$ cat config.mk
export PLATFORM = sky130hd
export DESIGN_NAME = bls_loader
export DESIGN_NICKNAME = d
export VERILOG_FILES = /design/src/bls_pkg.sv /design/src/bls_buf2.sv /design/src/bls_loader.sv
export SDC_FILE = /design/constraint.sdc
export NUM_CORES = 1
export LEC_CHECK = 0
export BUFFER_PORTS_ARGS = -buffer_cell sky130_fd_sc_hd__clkbuf_2
export CAP_MARGIN = 20
export CORE_MARGIN = 2
export CORE_UTILIZATION = 30
export DETAILED_ROUTE_END_ITERATION = 7
export SYNTH_ARGS = -nofsm -noshare
export SYNTH_HDL_FRONTEND = slang
export SYNTH_SLANG_ARGS = --single-unit
$ cat constraint.sdc
create_clock -name clk -period 3.05 [get_ports clk]
set_input_delay 0.61 -clock clk [delete_from_list [all_inputs] [get_ports clk]]
set_output_delay 0.61 -clock clk [all_outputs]
set_load 0.005 [all_outputs]
$ cat src/bls_pkg.sv
// constants, types and field layouts of the bitstream loader and start-up block
// assumes a 100 MHz core clock; shared by the loader and its byte buffer
package bls_pkg;

   // core clock and master-mode configuration clock periods
   localparam int unsigned CLK_PERIOD_NS  = 10;
   localparam int unsigned SLOW_PERIOD_NS = 1000;   // slow mode, 1 MHz
   localparam int unsigned FAST_PERIOD_NS = 200;    // fast mode, 5 MHz
   localparam int unsigned SLOW_HALF_CYC  = SLOW_PERIOD_NS / (2 * CLK_PERIOD_NS);
   localparam int unsigned FAST_HALF_CYC  = FAST_PERIOD_NS / (2 * CLK_PERIOD_NS);
   localparam int unsigned DIV_W          = 6;      // divider counter width

   // header and trailer fields
   localparam int unsigned FILL_ONES  = 8;          // leading ones
   localparam int unsigned PRE_W      = 4;
   localparam logic [3:0]  PRE_CODE   = 4'h2;       // preamble 0010
   localparam int unsigned LEN_W      = 24;         // length count width
   localparam int unsigned SEP_W      = 4;
   localparam logic [3:0]  SEP_CODE   = 4'hf;       // separator 1111
   localparam int unsigned PART_W     = 4;          // per-frame check width
   localparam int unsigned LAST_W     = 11;         // final frame CRC width
   localparam logic [3:0]  EOF_CODE   = 4'h6;       // non-CRC end of frame 0110
   localparam int unsigned POST_W     = 7;
   localparam logic [6:0]  POST_CODE  = 7'h3f;      // postamble 0111111
   localparam int unsigned FLD_W      = 11;         // field collector width
   localparam int unsigned CNT_W      = 16;         // field bit counter width
   localparam int unsigned BYTE_W     = 8;

   // start-up shift register stages
   localparam int unsigned STG_N      = 5;
   localparam int unsigned STG_FIRST  = 0;          // start-up begins
   localparam int unsigned STG_DONE   = 1;          // completion released
   localparam int unsigned STG_IO     = 2;          // user I/Os active
   localparam int unsigned STG_GSR    = 3;          // global set/reset ends
   localparam int unsigned STG_FIN    = 4;          // sequence finished

   // start-up clocking options
   typedef enum logic [1:0] {
      cfg_clock_free_run,
      cfg_clock_wait_complete,
      user_clock_free_run,
      user_clock_wait_complete
   } bls_su_mode_t;

   // stream parser states
   typedef enum logic [3:0] {
      ST_HUNT, ST_PRE, ST_LEN, ST_SEP, ST_START,
      ST_DATA, ST_CHECK, ST_POST, ST_FULL, ST_ERR
   } bls_state_t;

   // pins arriving from outside the clock domain
   typedef struct packed {
      logic prog_n;   // reconfiguration request, low active
      logic data;     // serial data
      logic config_clock;     // configuration clock from outside
      logic uclk;     // user start-up clock
      logic init;     // configuration-ready line level
      logic done;     // completion line level
   } bls_pins_t;

   localparam bls_pins_t PINS_RST = '{prog_n: 1'b1, data: 1'b1, config_clock: 1'b0,
                                      uclk: 1'b0, init: 1'b0, done: 1'b0};

   // block status
   typedef struct packed {
      logic mem_full;         // all data loaded
      logic error;            // check failed, loading suspended
      logic io_active;        // user I/Os enabled
      logic global_set_reset; // global set/reset still held
   } bls_status_t;

endpackage : bls_pkg

$ cat src/bls_buf2.sv
// two-entry buffer with valid/ready on both sides
// assumes both sides run on clk; ce freezes all state
`timescale 1ns/1ps
`default_nettype none
module bls_buf2
   import bls_pkg::*;
#(
   parameter int unsigned WIDTH = BYTE_W,  // word width
   parameter int unsigned DEPTH = 2        // entries, fixed structure
) (
   input  wire logic             clk,       // core clock
   input  wire logic             rst_n,     // sync reset, low active
   input  wire logic             ce,        // clock enable
   input  wire logic             clr,       // sync flush
   input  wire logic             in_valid,  // source offers word
   output logic                  in_ready,  // room for a word
   input  wire logic [WIDTH-1:0] in_data,   // offered word
   output logic                  out_valid, // word available
   input  wire logic             out_ready, // sink takes word
   output logic [WIDTH-1:0]      out_data   // oldest word
);

   // refuse shapes the pointer logic cannot serve
   if (DEPTH != 2 || WIDTH < 1) begin : g_chk
      $error("bls_buf2 supports exactly two entries");
   end

   logic [WIDTH-1:0] mem_q [DEPTH];   // storage
   logic             wp_q;            // write pointer
   logic             rp_q;            // read pointer
   logic [1:0]       cnt_q;           // fill level

   assign in_ready  = (cnt_q != 2'h2);
   assign out_valid = (cnt_q != 2'h0);
   assign out_data  = mem_q[rp_q];

   // pointers and level
   always_ff @(posedge clk) begin
      if (!rst_n || (ce && clr)) begin
         wp_q  <= 1'b0;
         rp_q  <= 1'b0;
         cnt_q <= 2'h0;
      end else if (ce) begin
         if (in_valid && in_ready) begin
            wp_q <= ~wp_q;
         end
         if (out_valid && out_ready) begin
            rp_q <= ~rp_q;
         end
         cnt_q <= cnt_q + {1'b0, in_valid && in_ready} - {1'b0, out_valid && out_ready};
      end
   end

   // storage write
   always_ff @(posedge clk) begin
      if (ce && in_valid && in_ready) begin
         mem_q[wp_q] <= in_data;
      end
   end

endmodule : bls_buf2
`default_nettype wire

$ cat src/bls_loader.sv
// configuration bitstream loader with start-up sequencer
// assumes clk at 100 MHz; pins are asynchronous and synchronised here
`timescale 1ns/1ps
`default_nettype none
module bls_loader
   import bls_pkg::*;
#(
   parameter int unsigned FRAME_BITS = 64,       // data bits per frame
   parameter int unsigned N_FRAMES   = 4,        // frames per device
   parameter int unsigned CRC_W      = 16,       // running CRC width
   parameter logic [15:0] CRC_POLY   = 16'h8005, // CRC polynomial
   parameter int unsigned ADDR_W     = 18        // memory address width
) (
   input  wire logic                  clk,           // core clock
   input  wire logic                  rst_n,         // sync reset, low
   input  wire logic                  ce,            // clock enable
   input  wire logic                  prog_n_pin,    // restart request pin
   input  wire logic                  master_mode,   // we drive config_clock
   input  wire logic                  byte_mode,     // byte-wide data
   input  wire logic                  fast_clock,    // fast master clock
   input  wire logic                  crc_sel,       // CRC checking
   input  wire bls_su_mode_t          su_mode,       // start-up clocking
   input  wire logic                  config_clock_in,  // clock pin level
   output logic                       config_clock_o,   // clock pin drive
   output logic                       config_clock_oe,  // clock pin enable
   input  wire logic                  data_pin,      // serial data pin
   input  wire logic                  byte_valid,    // byte offered
   output logic                       byte_ready,    // byte accepted
   input  wire logic [BYTE_W-1:0]     byte_data,     // byte, D0 first
   output logic [ADDR_W-1:0]          mem_addr,      // memory address
   input  wire logic                  init_in,       // ready line level
   output logic                       init_o,        // ready line drive
   output logic                       init_oe,       // ready line pull
   input  wire logic                  done_in,       // completion level
   output logic                       done_o,        // completion drive
   output logic                       done_oe,       // completion pull
   input  wire logic                  user_clk_pin,  // user start-up clock
   output logic                       frame_valid,   // frame pulse
   output logic [FRAME_BITS-1:0]      frame_data,    // checked frame
   output logic [CNT_W-1:0]           frame_index,   // frame number
   output logic [LEN_W-1:0]           length_count,  // loaded length
   output bls_status_t                status         // block status
);

   // refuse parameters the logic cannot serve
   if (FRAME_BITS < 8 || FRAME_BITS >= 2**CNT_W || N_FRAMES < 1 ||
       N_FRAMES >= 2**CNT_W || CRC_W < LAST_W || CRC_W > 16) begin : g_chk
      $error("bls_loader parameter out of range");
   end

   // one CRC step per data bit
   function automatic logic [CRC_W-1:0] crc_step(input logic [CRC_W-1:0] c,
                                                 input logic b);
      logic fb;
      fb = c[CRC_W-1] ^ b;
      crc_step = {c[CRC_W-2:0], 1'b0} ^ (fb ? CRC_POLY[CRC_W-1:0] : '0);
   endfunction : crc_step

   // rising edge of a synchronised level
   function automatic logic rise(input logic now, input logic prev);
      rise = now & ~prev;
   endfunction : rise

   bls_pins_t              s1_q;        // first sync stage
   bls_pins_t              s2_q;        // second sync stage
   bls_pins_t              s3_q;        // edge history
   logic                   restart;     // reconfiguration requested
   logic [DIV_W-1:0]       div_q;       // master clock divider
   logic                   config_clock_q;      // master clock level
   logic                   tick;        // config clock rising edge
   logic                   utick;       // user clock rising edge
   logic                   su_tick;     // selected start-up clock edge
   logic                   bv;          // buffered byte valid
   logic                   brdy;        // buffer drain
   logic [BYTE_W-1:0]      bd;          // buffered byte
   logic [BYTE_W-1:0]      cur_q;       // byte being serialised
   logic                   cur_v_q;     // byte present
   logic [2:0]             bidx_q;      // bit within byte
   logic                   bit_en;      // one stream bit this cycle
   logic                   b;           // the stream bit
   bls_state_t             st_q;        // parser state
   logic [CNT_W-1:0]       cnt_q;       // bits within field
   logic [3:0]             ones_q;      // leading ones seen
   logic [FLD_W-1:0]       fld_q;       // field collector
   logic [FLD_W-1:0]       fld_n;       // collector with this bit
   logic [LEN_W-1:0]       len_q;       // length count
   logic [LEN_W-1:0]       ccnt_q;      // config clocks since ready
   logic [CRC_W-1:0]       crc_q;       // running CRC
   logic [FRAME_BITS-1:0]  fsh_q;       // frame shift register
   logic [CNT_W-1:0]       fidx_q;      // frame counter
   logic                   last_fr;     // final frame of device
   logic [CNT_W-1:0]       chk_len;     // check field width
   logic                   chk_ok;      // check field matches
   logic [STG_N-1:0]       stg_q;       // start-up shift register
   logic                   fval_q;      // frame pulse register
   logic [FRAME_BITS-1:0]  fdat_q;      // frame output register
   logic [ADDR_W-1:0]      addr_q;      // address register
   logic                   user_su;     // user clock steps start-up
   logic                   wait_su;     // wait for completion high

   // pins pass two flops before use
   always_ff @(posedge clk) begin
      if (!rst_n) begin
         s1_q <= PINS_RST;
         s2_q <= PINS_RST;
         s3_q <= PINS_RST;
      end else if (ce) begin
         s1_q <= '{prog_n: prog_n_pin, data: data_pin, config_clock: config_clock_in,
                   uclk: user_clk_pin, init: init_in, done: done_in};
         s2_q <= s1_q;
         s3_q <= s2_q;
      end
   end

   assign restart = ~s2_q.prog_n;

   // master clock divider, runs even after an error
   always_ff @(posedge clk) begin
      if (!rst_n) begin
         div_q  <= '0;
         config_clock_q <= 1'b0;
      end else if (ce) begin
         if (div_q == DIV_W'(fast_clock ? FAST_HALF_CYC - 1 : SLOW_HALF_CYC - 1)) begin
            div_q  <= '0;
            config_clock_q <= ~config_clock_q;
         end else begin
            div_q <= div_q + 1'b1;
         end
      end
   end

   assign config_clock_o  = config_clock_q;
   assign config_clock_oe = master_mode;

   // config clock edge from our divider or the pin
   always_comb begin
      if (master_mode) begin
         tick = ce && !config_clock_q && div_q == DIV_W'(fast_clock ? FAST_HALF_CYC - 1
                                                           : SLOW_HALF_CYC - 1);
      end else begin
         tick = ce && rise(s2_q.config_clock, s3_q.config_clock);
      end
   end

   assign utick   = ce && rise(s2_q.uclk, s3_q.uclk);
   assign user_su = (su_mode == user_clock_free_run) ||
                    (su_mode == user_clock_wait_complete);
   assign wait_su = (su_mode == cfg_clock_wait_complete) ||
                    (su_mode == user_clock_wait_complete);
   assign su_tick = user_su ? utick : tick;

   // byte path buffer; its ready reaches the source
   bls_buf2 #(
      .WIDTH (BYTE_W),
      .DEPTH (2)
   ) u_buf (
      .clk       (clk),
      .rst_n     (rst_n),
      .ce        (ce),
      .clr       (restart),
      .in_valid  (byte_valid && byte_mode),
      .in_ready  (byte_ready),
      .in_data   (byte_data),
      .out_valid (bv),
      .out_ready (brdy),
      .out_data  (bd)
   );

   assign brdy = !cur_v_q && !restart;

   // one bit per config clock; byte mode stalls without a byte
   assign bit_en = tick && !restart && s2_q.init &&
                   (byte_mode ? cur_v_q : 1'b1);
   assign b      = byte_mode ? cur_q[bidx_q] : s2_q.data;

   // byte serialiser, D0 goes first
   always_ff @(posedge clk) begin
      if (!rst_n || (ce && restart)) begin
         cur_q   <= '0;
         cur_v_q <= 1'b0;
         bidx_q  <= '0;
      end else if (ce) begin
         if (brdy && bv) begin
            cur_q   <= bd;
            cur_v_q <= 1'b1;
            bidx_q  <= '0;
         end else if (bit_en && byte_mode) begin
            bidx_q <= bidx_q + 1'b1;
            if (bidx_q == 3'h7) begin
               cur_v_q <= 1'b0;
            end
         end
      end
   end

   // memory address steps per byte in master byte mode, errors do not stop it
   always_ff @(posedge clk) begin
      if (!rst_n || (ce && restart)) begin
         addr_q <= '0;
      end else if (ce && master_mode && byte_mode && brdy && bv) begin
         addr_q <= addr_q + 1'b1;
      end
   end

   assign mem_addr = addr_q;

   // check field helpers
   assign fld_n   = {fld_q[FLD_W-2:0], b};
   assign last_fr = (fidx_q == CNT_W'(N_FRAMES - 1));
   assign chk_len = (crc_sel && last_fr) ? CNT_W'(LAST_W) : CNT_W'(PART_W);

   always_comb begin
      if (!crc_sel) begin
         chk_ok = (fld_n[PART_W-1:0] == EOF_CODE);
      end else if (last_fr) begin
         chk_ok = (fld_n[LAST_W-1:0] == crc_q[LAST_W-1:0]);
      end else begin
         chk_ok = (fld_n[PART_W-1:0] == crc_q[PART_W-1:0]);
      end
   end

   // stream parser
   always_ff @(posedge clk) begin
      if (!rst_n || (ce && restart)) begin
         st_q   <= ST_HUNT;
         cnt_q  <= '0;
         ones_q <= '0;
         fld_q  <= '0;
         len_q  <= '0;
         fidx_q <= '0;
      end else if (bit_en) begin
         fld_q <= fld_n;
         cnt_q <= cnt_q + 1'b1;
         case (st_q)
            // leading ones, then the preamble's first zero
            ST_HUNT: begin
               if (b) begin
                  if (ones_q != 4'(FILL_ONES)) begin
                     ones_q <= ones_q + 1'b1;
                  end
               end else if (ones_q == 4'(FILL_ONES)) begin
                  st_q  <= ST_PRE;
                  cnt_q <= CNT_W'(1);
               end else begin
                  ones_q <= '0;
               end
            end
            // rest of the preamble
            ST_PRE: begin
               if (cnt_q == CNT_W'(PRE_W - 1)) begin
                  cnt_q <= '0;
                  st_q  <= (fld_n[PRE_W-1:0] == PRE_CODE) ? ST_LEN : ST_ERR;
               end
            end
            // length count, most significant bit first
            ST_LEN: begin
               len_q <= {len_q[LEN_W-2:0], b};
               if (cnt_q == CNT_W'(LEN_W - 1)) begin
                  cnt_q <= '0;
                  st_q  <= ST_SEP;
               end
            end
            // separator ahead of the frames
            ST_SEP: begin
               if (cnt_q == CNT_W'(SEP_W - 1)) begin
                  cnt_q <= '0;
                  st_q  <= (fld_n[SEP_W-1:0] == SEP_CODE) ? ST_START : ST_ERR;
               end
            end
            // start field is a single zero
            ST_START: begin
               cnt_q <= '0;
               st_q  <= b ? ST_ERR : ST_DATA;
            end
            // frame data
            ST_DATA: begin
               if (cnt_q == CNT_W'(FRAME_BITS - 1)) begin
                  cnt_q <= '0;
                  st_q  <= ST_CHECK;
               end
            end
            // trailing check field
            ST_CHECK: begin
               if (cnt_q == chk_len - 1'b1) begin
                  cnt_q <= '0;
                  if (!chk_ok) begin
                     st_q <= ST_ERR;
                  end else if (last_fr) begin
                     st_q <= ST_POST;
                  end else begin
                     st_q   <= ST_START;
                     fidx_q <= fidx_q + 1'b1;
                  end
               end
            end
            // postamble closes this device's data
            ST_POST: begin
               if (cnt_q == CNT_W'(POST_W - 1)) begin
                  st_q <= (fld_n[POST_W-1:0] == POST_CODE) ? ST_FULL : ST_ERR;
               end
            end
            // trailing start-up bytes are ignored
            ST_FULL: begin
               cnt_q <= '0;
            end
            // loading suspended until restart
            ST_ERR: begin
               cnt_q <= '0;
            end
            default: begin
               st_q <= ST_ERR;
            end
         endcase
      end
   end

   // running CRC over frame data, kept across frames
   always_ff @(posedge clk) begin
      if (!rst_n || (ce && restart)) begin
         crc_q <= '0;
      end else if (bit_en && st_q == ST_DATA) begin
         crc_q <= crc_step(crc_q, b);
      end
   end

   // frame shift register and checked frame output
   always_ff @(posedge clk) begin
      if (!rst_n || (ce && restart)) begin
         fsh_q  <= '0;
         fdat_q <= '0;
         fval_q <= 1'b0;
      end else if (ce) begin
         fval_q <= 1'b0;
         if (bit_en && st_q == ST_DATA) begin
            fsh_q <= {fsh_q[FRAME_BITS-2:0], b};
         end
         if (bit_en && st_q == ST_CHECK && cnt_q == chk_len - 1'b1 && chk_ok) begin
            fdat_q <= fsh_q;
            fval_q <= 1'b1;
         end
      end
   end

   assign frame_valid  = fval_q;
   assign frame_data   = fdat_q;
   assign frame_index  = fidx_q;
   assign length_count = len_q;

   // config clocks counted once the ready line reads high
   always_ff @(posedge clk) begin
      if (!rst_n || (ce && restart)) begin
         ccnt_q <= '0;
      end else if (tick && s2_q.init && st_q != ST_ERR && !stg_q[STG_FIRST]) begin
         ccnt_q <= ccnt_q + 1'b1;
      end
   end

   // start-up shift register
   always_ff @(posedge clk) begin
      if (!rst_n || (ce && restart)) begin
         stg_q <= '0;
      end else if (ce) begin
         if (tick && st_q == ST_FULL && ccnt_q == len_q) begin
            stg_q[STG_FIRST] <= 1'b1;
         end
         if (tick && stg_q[STG_FIRST]) begin
            stg_q[STG_DONE] <= 1'b1;
         end
         if (su_tick && stg_q[STG_DONE] && (!wait_su || s2_q.done)) begin
            stg_q[STG_IO] <= 1'b1;
         end
         if (su_tick && stg_q[STG_IO]) begin
            stg_q[STG_GSR] <= 1'b1;
         end
         if (su_tick && stg_q[STG_GSR]) begin
            stg_q[STG_FIN] <= 1'b1;
         end
      end
   end

   // open-drain lines only ever pull low
   assign init_o  = 1'b0;
   assign init_oe = (st_q == ST_ERR) || restart;
   assign done_o  = 1'b0;
   assign done_oe = !stg_q[STG_DONE];

   // status outputs
   assign status = '{mem_full:         (st_q == ST_FULL),
                     error:            (st_q == ST_ERR),
                     io_active:        stg_q[STG_IO],
                     global_set_reset: !stg_q[STG_GSR]};

endmodule : bls_loader
`default_nettype wire

==> metrics.md, run 1 <==
| Metric | Value |
|---|---|
| TritonCTS clock tree | `yes` |
| Share of the yosys chip area belonging to registers | `49.6%` |
| Worst hold stages | `1` |
| Cell variety after synth | `72` |
| Clock latency at the later pin of the worst-skew pair | `0.54 ns` |
| RSZ-0062 raised after global routing | `no` |
| Number of synthesis warnings | `0` |
| Number of standard-cell rows in the floorplan | `between 70 and 80` |
| Maximum clock path buffer count | `3` |
| Min setup slack post-route | `0.144 ns` |
| Combined area of all synthesized cells | `13,200 um^2` |
| Largest cells by area after synthesis | `dfxtp_1, nand2_1, a21oi_1` |
| Total wire length after detailed routing | `around 33,000 um` |
| Final hold vios | `0` |
| Level count of the clock H-tree | `2` |
| Number of enable flip-flop cells after synthesis | `16` |
| Clock input transition at the sequential cells of the worst setup and hold paths | `about 0.060 ns` |
| Pwr Density | `around 580 nW/um^2` |
| Largest voltage drop on the vdd net | `between 0.3 and 0.4 mV` |
| Clock buffer count from CTS | `37` |
| Share of the synthesized area in the top cell type | `45.9%` |
| HP Class | `input port to flop` |
| Final-stage net count | `1,778` |
| Proportion of layout cells with a drive suffix above 1 | `16.9%` |
| Routing layer with the top usage in global route | `met2` |
| Total vias in the final route | `11.1k` |
| Placement Setup Slack | `-0.0633 ns` |
| Final HPWL from detailed placement | `roughly 22,000 um` |
| Weighted congestion reported at the end of routability-driven placement | `0.800` |
| Diode count | `0` |
| Final setup skew | `0.0189 ns` |
| First drt pass iteration count | `5` |
| Standby leakage power | `6.01 nW` |
| Worst path required time | `3.52 ns` |
| Final Slew Violations | `0` |
| Std-Cell Core Area | `between 40,000 and 50,000 um^2` |
| Global route total overflow | `0` |
| Ys async rst share | `0%` |
| Signed area change from the synthesized netlist to the final layout | `24.1%` |
| Number of global-route vias before repair | `10.5k` |
| Die width | `214 um` |
| Top library cells by usage in the layout, fill and taps aside | `nand2_1, dfxtp_1, a21oi_1, clkbuf_2, nor2_1` |
| Share of the core filled with cells in the final layout | `37.8%` |
| Outcome | `completed` |
| Met3 routing resource usage after global routing | `approximately 3.1%` |
| Worst Tran Pin Value | `0.771 ns` |
| Average vias per placed instance | `4.73` |
| Maximum fanout along the worst path | `4` |
| Most used DFF post-synth | `dfxtp_1` |
| Hold Buf Count CTS | `0` |
| Post-route DRC | `0` |
| Remaining number of nets flagged by the antenna check after routing | `0` |
| Max-cap viol count | `0` |
| Post-layout minimum cycle time | `2.91 ns` |
| Start-to-end type of the worst setup path | `flop to flop` |
| Achievable frequency | `344 MHz` |
| Met1 layer usage reported by global route | `18.2%` |
| Initial drt markers | `between 700 and 800` |
| First-pass GRT wire length | `around 53,000 um` |
| Average wire per standard cell | `13.9 um` |
| Number of clock sinks seen by CTS | `318` |
| Met2 track demand over resource in global routing | `23.7%` |
| I/O Buffers | `155` |
| Die area | `45,600 um^2` |
| Final count of negative-setup-slack endpoints | `0` |
| Total Routing Usage GR | `between 10% and 20%` |
| Pin count of the biggest net entering global routing | `106` |
| Most common library cell in the layout ignoring fill and taps | `nand2_1` |
| Worst Path Arrival | `3.38 ns` |
| Synth Area per Inst | `8.33 um^2` |
| Synthesized flop and latch total | `between 300 and 400` |
| Critical path capture point type | `flop` |
| Post-synthesis cell type with the largest combined area | `dfxtp_1` |
| Nature of the critical path startpoint | `flop` |
| Number of antenna violations at the first check in global routing | `0` |
| Max-Slew Margin vs Limit | `about half` |
| Number of cells on the worst reg-to-reg path | `8` |
| Master cell of the clock root buffer | `clkbuf_16` |
| Number of placed I/O pins | `158` |
| Number of filler instances in the final layout | `~4.4k` |
| Initial core utilization | `30.5%` |
| Y dimension of the die | `214 um` |
| Gate count of the mapped netlist | `1,580` |
| Share of the clock period used by the worst path | `95.3%` |
==> synthesized netlist by cell type, types with 15 or more instances <==
cell type	count
or3_1	24
mux2i_1	31
nor2_1	106
inv_1	28
nor3_1	29
xnor2_1	45
o21ai_0	24
and3_1	17
nand3_1	36
edfxtp_1	16
xor2_1	47
a21oi_1	224
buf_2	15
dfxtp_1	302
nand4_1	23
clkbuf_1	64
nand2_1	400
==> report_power, final <==
part / switching [W] / internal (W) / leakage, nW
combinational: 0.000208 / 0.000116 / 2.76
clock: 0.00180 / 0.00316 / 0.666
sequential: 0.0000327 / 0.00423 / 2.58
==> logic make-up (layout without fill, tap and decap cells) <==
group | Yosys count | in the layout | share of synthesized area, %
XOR/XNOR | 92 | 92 | 6.12
flip-flops | 318 | 318 | 49.6
AND/OR/NAND/NOR | 708 | 708 | 24.1
buffers and inverters | 122 | 310 | 3.90
other | 1 | 2 | 0.0285
adder cells (fa/ha/maj) | 13 | 13 | 1.24
multiplexers | 33 | 33 | 2.61
AO/OA/AOI/OAI | 293 | 293 | 12.5
==> state kept, by name, summed over array words and instances (netlist names), 16 cells and up <==
signal and cells:
ccnt_q 24, mem_addr 18, crc_q 16, u_buf.mem_q 16
length_count 24, frame_data 64, frame_index 16, fsh_q 64
cnt_q 16
==> critical path, stage by stage, from the launching register on <==
cell	delay, ns
dfxtp_1	0.33
or4_1	0.61
or4_4	0.60
buf_4	0.18
nor4_4	0.12
o2111a_2	0.23
nand3_2	0.08
or4_1	0.52
a21oi_1	0.15
==> metrics by stage <==
stage | area [um^2] | std cells | power, W | TNS, ns | hold slack [ns]
after floorplan | 13200 | 1581 | 0.00458 | 0 | 0.432
after global placement | 14900 | 2285 | 0.00467 | -0.101 | 0.440
after detailed placement | 14900 | 2285 | 0.00468 | -0.948 | 0.444
after CTS | 16200 | 2352 | 0.00970 | 0 | 0.235
after global routing | 16300 | 2354 | 0.00990 | 0 | 0.250
final | 16300 | 2354 | 0.00954 | 0 | 0.274
==> per-layer routing <==
layer  part of all wire (%)  routed length (um)  up-vias
met3                    4.2                1380       55
met2                     48               15600      196
met1                     46               15000     5230
li1                       -                   -     5657
met4                    2.2                 721        0
met5                      0                   0        -
==> layout make-up <==
cell class / instances / area (um^2) / share of cell area, %
Sequential cell: 318 / 6530 / 40.0
Multi-Input combinational cell: 1141 / 6200 / 37.9
Timing Repair Buffer: 215 / 1410 / 8.60
Clock buffer: 50 / 1080 / 6.59
Tap cell: 585 / 732 / 4.48
Clock inverter: 17 / 292 / 1.78
Inverter: 28 / 105 / 0.643
==> what timing repair did <==
item | CTS | global route
gates cloned | 0 | 1
setup buffers | 0 | 1
gates resized for setup | 1 | 9
endpoints found under the setup margin | 51 | 73
pin swaps | 0 | 1
==> path summary, 6_finish.rpt <==
path / slack [ns] / to / from
hold reg to reg: 0.45 / frame_data[43] / frame_data[43]
setup / recovery: 0.14 / frame_index[9] / frame_index[15]
setup reg to reg: 0.14 / frame_index[9] / frame_index[15]
hold / removal: 0.27 / u_buf.mem_q[0][3] / byte_data[3]
No activity file was read; power rests on OpenSTA's default activity.
==> run 2: changes to the inputs <==
MAX_ROUTING_LAYER = met4   (was unset)
==> run 2 against run 1 <==
Against the previous run:
- worst hold slack about the same
- sequential power about the same
- die area unchanged
- final area up 0.15%
- register-to-register slack about the same
- clock skew about the same
- wire length up 0.80%
- critical path depth unchanged
- fmax about the same
- clock power about the same
- largest cell class unchanged
- largest power group unchanged
==> metrics.md, run 2 (synthesis gave the netlist of run 1 again) <==
| Metric | Value |
|---|---|
| Critical-path cell with the highest stage delay | `or4_1` |
| Nature of the critical path startpoint | `flop` |
| First-pass GRT wire length | `52,900 um (unchanged)` |
| Level count of the clock H-tree | `2 (unchanged)` |
| Share of the clock period used by the worst path | `95.2% (about the same)` |
| Max-cap viol count | `0 (unchanged)` |
| Number of clock sinks seen by CTS | `318 (unchanged)` |
| Placement Setup Slack | `-0.0633 ns (unchanged)` |
| Final Slew Violations | `0 (unchanged)` |
| Diode count | `0 (unchanged)` |
| HP Class | `input port to flop` |
| Final count of negative-setup-slack endpoints | `0 (unchanged)` |
| Clock input transition at the sequential cells of the worst setup and hold paths | `0.06 ns (about the same)` |
| Initial core utilization | `30.5% (unchanged)` |
| Start-to-end type of the worst setup path | `flop to flop` |
| Weighted congestion reported at the end of routability-driven placement | `0.812 (+1.4%)` |
| Signed area change from the synthesized netlist to the final layout | `24.2%` |
| Final HPWL from detailed placement | `21,800 um (unchanged)` |
| Global route total overflow | `0 (unchanged)` |
| Pwr Density | `583 nW/um^2 (-0.16%)` |
| Min setup slack post-route | `0.145 ns (+0.00137 ns)` |
| Remaining number of nets flagged by the antenna check after routing | `0 (unchanged)` |
| Initial drt markers | `675 (-4.3%)` |
| Total wire length after detailed routing | `33,000 um (+0.80%)` |
| Largest voltage drop on the vdd net | `0.337 mV (+0.13%)` |
| Total cell area at the placement stage | `14,900 um^2 (unchanged)` |
| Final hold vios | `0 (unchanged)` |
| TritonCTS clock tree | `yes` |
| Clock buffer count from CTS | `37 (unchanged)` |
| Number of antenna violations at the first check in global routing | `0 (unchanged)` |
| Number of non-filler instances in the completed layout | `2,355 (+0.042%)` |
| Achievable frequency | `344 MHz (about the same)` |
| Total vias in the final route | `11.2k (+0.24%)` |
| Average vias per placed instance | `4.74 (+0.20%)` |
| Pin count of the biggest net entering global routing | `106 (unchanged)` |
| Top library cells by usage in the layout, fill and taps aside | `nand2_1, dfxtp_1, a21oi_1, clkbuf_2, nor2_1` |
| Most repeated library cell on the critical path | `or4_1` |
| Die width | `214 um (unchanged)` |
| Worst Tran Pin Value | `0.757 ns (-0.0144 ns)` |
| Number of filler instances in the final layout | `4,421 (-0.045%)` |
| Standby leakage power | `6.03 nW (+0.26%)` |
| Maximum clock path buffer count | `3 (unchanged)` |
| Max-Slew Margin vs Limit | `49.1% (+0.97 points)` |
| Hold Buf Count CTS | `0 (unchanged)` |
| Maximum fanout along the worst path | `4 (unchanged)` |
| Post-layout instance area | `16,400 um^2 (+0.15%)` |
| Sum of negative setup slack | `0 ns (unchanged)` |
| Std-Cell Core Area | `43,200 um^2 (unchanged)` |
| Average wire per standard cell | `14.0 um (+0.76%)` |
| Worst hold-check slack | `0.273 ns (-0.000152 ns)` |
| I/O Buffers | `155 (unchanged)` |
| Total Routing Usage GR | `14.6% (+0.44 points)` |
| Worst Path Arrival | `3.38 ns (about the same)` |
| Proportion of layout cells with a drive suffix above 1 | `16.9% (+0.047 points)` |
| Outcome | `completed` |
| Worst path required time | `3.52 ns (about the same)` |
| Clock latency at the later pin of the worst-skew pair | `0.54 ns (about the same)` |
| Number of standard-cell rows in the floorplan | `76 (unchanged)` |
| Y dimension of the die | `214 um (unchanged)` |
| Master cell of the clock root buffer | `clkbuf_16` |
| Die area | `45,600 um^2 (unchanged)` |
| Critical path capture point type | `flop` |
| DP Cell Count | `2,285 (unchanged)` |
| Final-stage net count | `1,779 (+0.056%)` |
| Number of placed I/O pins | `158 (unchanged)` |
| Post-layout minimum cycle time | `2.90 ns (-0.00137 ns)` |
| Most common library cell in the layout ignoring fill and taps | `nand2_1` |
| Post-route DRC | `0 (unchanged)` |
| Number of global-route vias before repair | `10.5k (+0.029%)` |
| CP max stage delay | `0.61 ns (about the same)` |
| First drt pass iteration count | `4 (-1)` |
| Crit-path cells | `or4_1 -> or4_4 -> buf_4 -> nor4_4 -> o2111a_2 -> nand3_2 -> or4_1 -> a21oi_1` |
| Final setup skew | `0.0189 ns (+0.0000319 ns)` |
==> run 2: cell types whose count changed in the layout (fill, tap and decap cells not counted), sizes merged <==
cell    before  now
clkbuf     206  207
==> run 2: path summary, 6_finish.rpt <==
| path | slack [ns] | startpoint | cells after the start | endpoint |
|---|---|---|---|---|
| worst min register to register | 0.45 | frame_data[16] | 2 | frame_data[16] |
| worst max-delay path | 0.15 | frame_index[15] | 8 | frame_index[9] |
| worst max register to register | 0.15 | frame_index[15] | 8 | frame_index[9] |
| worst min-delay path | 0.27 | byte_data[3] | 1 | u_buf.mem_q[0][3] |
==> run 2: where the power goes <==
part           total, W  leakage, nW  internal (W)  switching [W]
clock network   0.00496        0.666       0.00316        0.00180
registers       0.00426         2.58       0.00423      0.0000327
logic          0.000324         2.78      0.000116       0.000208
==> run 2: through the flow <==
| step | util (%) | total power [W] |
|---|---|---|
| 2_1_floorplan | - | 0.00458 |
| 3_3_place_gp | 34.5 | 0.00467 |
| 3_5_place_dp | 34.5 | 0.00468 |
| 4_1_cts | 37.6 | 0.00970 |
| 5_1_grt | 37.9 | 0.00990 |
| 6_report | 37.9 | 0.00954 |
==> run 2: cell type report <==
| type | instances | area [um^2] | area share (%) |
|---|---|---|---|
| Multi-Input combinational cell | 1141 | 6200 | 37.9 |
| Tap cell | 585 | 732 | 4.47 |
| Clock inverter | 17 | 292 | 1.78 |
| Inverter | 28 | 105 | 0.642 |
| Timing Repair Buffer | 216 | 1430 | 8.74 |
| Sequential cell | 318 | 6530 | 39.9 |
| Clock buffer | 50 | 1080 | 6.58 |
==> run 2: critical path, delay by kind of cell (launching register included) <==
family                 cells  cell delay [ns]
and+or+nand+nor            5             1.93
AOI/OAI and AO/OA          2             0.38
DFF                        1             0.33
buffers and inverters      1             0.18
==> run 2: routing by layer <==
layer,up-vias,track usage (%),share of wire [%]
li1,5658,-,-
met1,5251,18.3,46
met2,197,23.7,47
met3,59,3.13,4.5
met4,0,4.26,2.2
met5,-,-,0
==> run 2: timing repair <==
action / CTS / global route
resized for setup: 1 / 9
pin swaps: 0 / 2
endpoints found under the setup margin: 51 / 73
cloned: 0 / 2
buffers inserted: 0 / 1
==> run 3: changes to the inputs <==
--- a/config.mk
+++ b/config.mk
@@ -9,7 +9,8 @@
 export CAP_MARGIN = 20
 export CORE_MARGIN = 2
-export CORE_UTILIZATION = 30
+export CORE_UTILIZATION = 50
 export DETAILED_ROUTE_END_ITERATION = 7
 export MAX_ROUTING_LAYER = met4
+export PLACE_DENSITY = 0.73
 export SYNTH_ARGS = -nofsm -noshare
 export SYNTH_HDL_FRONTEND = slang
==> constraint.sdc (replaced) <==
create_clock -name clk -period 3.05 [get_ports clk]
set_input_delay 0.1525 -clock clk [delete_from_list [all_inputs] [get_ports clk]]
set_output_delay 0.1525 -clock clk [all_outputs]
set_load 0.005 [all_outputs]
==> run 3 against run 2 <==
Against the previous run:
- cell count down 11%
- first-iteration DRC count down 8.0%
- via count grew 0.45%
- clock skew is 0.0038 ns lower
- final area is 3.1% lower
- fmax grew 1.5%
- utilization grew 23 points
- worst hold slack got worse by 0.24 ns
- setup slack improved by 0.042 ns
- highest routed layer unchanged
==> metrics.md, run 3 (synthesis gave the netlist of run 1 again) <==
| Metric | Value |
|---|---|
| Outcome | `completed` |
| Post-layout minimum cycle time | `2.86 ns (-0.0424 ns)` |
| Met1 WL | `13,900 um (-8.4%)` |
| CP max stage delay | `0.58 ns (-0.03 ns)` |
| Crit-path cells | `ha_1 -> or4b_4 -> or4_4 -> buf_4 -> nor4_4 -> o2111a_2 -> nand3_2 -> or4_1 -> a21oi_1` |
| Final-stage net count | `1,779 (unchanged)` |
| Total cell area at the placement stage | `14,400 um^2 (-3.2%)` |
| Final Slew Violations | `0 (unchanged)` |
| Final setup skew | `0.0151 ns (-0.00384 ns)` |
| Average wire per standard cell | `14.4 um (+3.2%)` |
| Clock input transition at the sequential cells of the worst setup and hold paths | `0.06 ns (about the same)` |
| Number of standard-cell rows in the floorplan | `59 (-22%)` |
| Y dimension of the die | `166 um (-22%)` |
| Diode count | `0 (unchanged)` |
| Average vias per placed instance | `5.33 (+12%)` |
| Critical path capture point type | `flop` |
| Clock buffer count from CTS | `35 (-5.4%)` |
| Remaining number of nets flagged by the antenna check after routing | `0 (unchanged)` |
| Sum of negative setup slack | `0 ns (unchanged)` |
| RSZ-0062 raised after global routing | `yes` |
| Total length of routed met3 wires | `1090 um (-26%)` |
| Post-route DRC | `0 (unchanged)` |
| Fraction of power spent switching nets | `21.4% (about the same)` |
| Global route total overflow | `0 (unchanged)` |
| Signed area change from the synthesized netlist to the final layout | `20.4%` |
| Final HPWL from detailed placement | `19,800 um (-9.3%)` |
| Worst Path Arrival | `3.31 ns (-0.07 ns)` |
| Share of the core filled with cells in the final layout | `61.0% (+23 points)` |
| Number of global-route vias before repair | `10.5k (+0.48%)` |
| Maximum fanout along the worst path | `4 (unchanged)` |
| First-pass GRT wire length | `50,600 um (-4.3%)` |
| P_sw | `0.00194 W (-5.1%)` |
| Register share of total power | `47.0% (+2.4 points)` |
| Largest voltage drop on the vdd net | `0.385 mV (+14%)` |
| DP Cell Count | `2,021 (-12%)` |
| Max-Slew Margin vs Limit | `51.8% (+2.7 points)` |
| Start-to-end type of the worst setup path | `flop to flop` |
| Maximum clock path buffer count | `3 (unchanged)` |
| Met2 WL | `14,900 um (-4.7%)` |
| First drt pass iteration count | `6 (+2)` |
| Internal power component | `0.00712 W (-5.1%)` |
| Pin count of the biggest net entering global routing | `82 (-23%)` |
| Share of total power in the clock network | `49.2% (-2.8 points)` |
| Weighted congestion reported at the end of routability-driven placement | `0.873 (+7.6%)` |
| Total vias in the final route | `11.2k (+0.45%)` |
| Post-layout instance area | `15,900 um^2 (-3.1%)` |
| Number of antenna violations at the first check in global routing | `0 (unchanged)` |
| Master cell of the clock root buffer | `clkbuf_16` |
| Clock latency at the later pin of the worst-skew pair | `0.51 ns (-0.03 ns)` |
| Max layer used | `met4` |
| Final count of negative-setup-slack endpoints | `0 (unchanged)` |
| Initial drt markers | `621 (-8.0%)` |
| Worst path required time | `3.49 ns (-0.03 ns)` |
| Total Routing Usage GR | `21.9% (+7.3 points)` |
| Initial core utilization | `50.7% (+20 points)` |
| Die width | `166 um (-22%)` |
| Proportion of layout cells with a drive suffix above 1 | `16.0% (-0.94 points)` |
| Number of clock sinks seen by CTS | `318 (unchanged)` |
| Final hold vios | `0 (unchanged)` |
| Level count of the clock H-tree | `2 (unchanged)` |
| Worst hold stages | `2 (+1)` |
| Number of filler instances in the final layout | `2,249 (-49%)` |
| Worst Tran Pin Value | `0.717 ns (-0.0400 ns)` |
| Share of the clock period used by the worst path | `93.8% (-1.4 points)` |
| I/O Buffers | `155 (unchanged)` |
| Achievable frequency | `349 MHz (+1.5%)` |
| Most common library cell in the layout ignoring fill and taps | `nand2_1` |
| Max-cap viol count | `0 (unchanged)` |
| Top library cells by usage in the layout, fill and taps aside | `nand2_1, dfxtp_1, a21oi_1, clkbuf_2, nor2_1` |
| Number of cells on the worst reg-to-reg path | `9 (+1)` |
| Nature of the critical path startpoint | `flop` |
| TritonCTS clock tree | `yes` |
| Total wire length after detailed routing | `30,400 um (-7.9%)` |
| Std-Cell Core Area | `26,000 um^2 (-40%)` |
| Number of placed I/O pins | `158 (unchanged)` |
| HP Class | `input port to flop` |
| Critical-path cell with the highest stage delay | `or4_4` |
| Die area | `27,700 um^2 (-39%)` |
| Pwr Density | `571 nW/um^2 (-2.1%)` |
| Standby leakage power | `5.93 nW (-1.7%)` |
| Number of non-filler instances in the completed layout | `2,103 (-11%)` |
| Power share of the combinational group | `3.8% (+0.4 points)` |
[run 3: cell type report]
| type | instances | area (um^2) | share of cell area (%) |
|---|---|---|---|
| tap | 335 | 419 | 2.64 |
| sequential | 318 | 6530 | 41.2 |
| inverter | 28 | 105 | 0.663 |
| clock buffer | 45 | 965 | 6.08 |
| clock inverter | 18 | 263 | 1.66 |
| multi-input combinational | 1141 | 6170 | 38.9 |
| timing repair buffer | 218 | 1410 | 8.88 |
[run 3: power groups by stage]
stage	logic, W	registers, W	clock network [W]
global placement	0.000317	0.00435	0
global route	0.000381	0.00426	0.00472
floorplan	0.000245	0.00433	0
finish	0.000340	0.00426	0.00446
CTS	0.000343	0.00426	0.00454
detailed placement	0.000326	0.00435	0
[run 3: stage by stage]
stage | hold WS (ns) | setup slack, ns | total power [W]
5_1_grt | 0.0477 | -0.00196 | 0.00936
3_3_place_gp | 0.343 | 0.177 | 0.00467
3_5_place_dp | 0.347 | 0.0858 | 0.00468
6_report | 0.0351 | 0.188 | 0.00905
2_1_floorplan | 0.251 | 0.164 | 0.00458
4_1_cts | 0.0131 | 0.0612 | 0.00914
[run 3: repair_timing]
action,4_1_cts,5_1_grt
endpoints found under the hold margin,23,0
hold buffers,15,0
setup endpoints to repair,0,71
buffers inserted,0,1
resized for setup,0,8
[run 3: final timing paths]
kind	start	endpoint	slack, ns
worst min register to register	frame_data[60]	frame_data[60]	0.45
worst max register to register	frame_index[0]	frame_index[9]	0.19
worst min-delay path	rst_n	s2_q[4]	0.04
worst max-delay path	frame_index[0]	frame_index[9]	0.19
[run 3: layer usage]
| layer | up-vias | global-route usage [%] |
|---|---|---|
| met1 | 5302 | 27.5 |
| met3 | 47 | 2.91 |
| li1 | 5660 | - |
| met4 | 0 | 5.73 |
| met5 | - | - |
| met2 | 206 | 37.2 |
[run 3: worst max-delay path: cells and delay by family (launching register included)]
kind / cells / cell delay, ns
AOI/OAI and AO/OA: 2 / 0.37
adders and majority gates: 1 / 0.17
buffers and inverters: 1 / 0.18
DFF: 1 / 0.33
and+or+nand+nor: 5 / 1.75
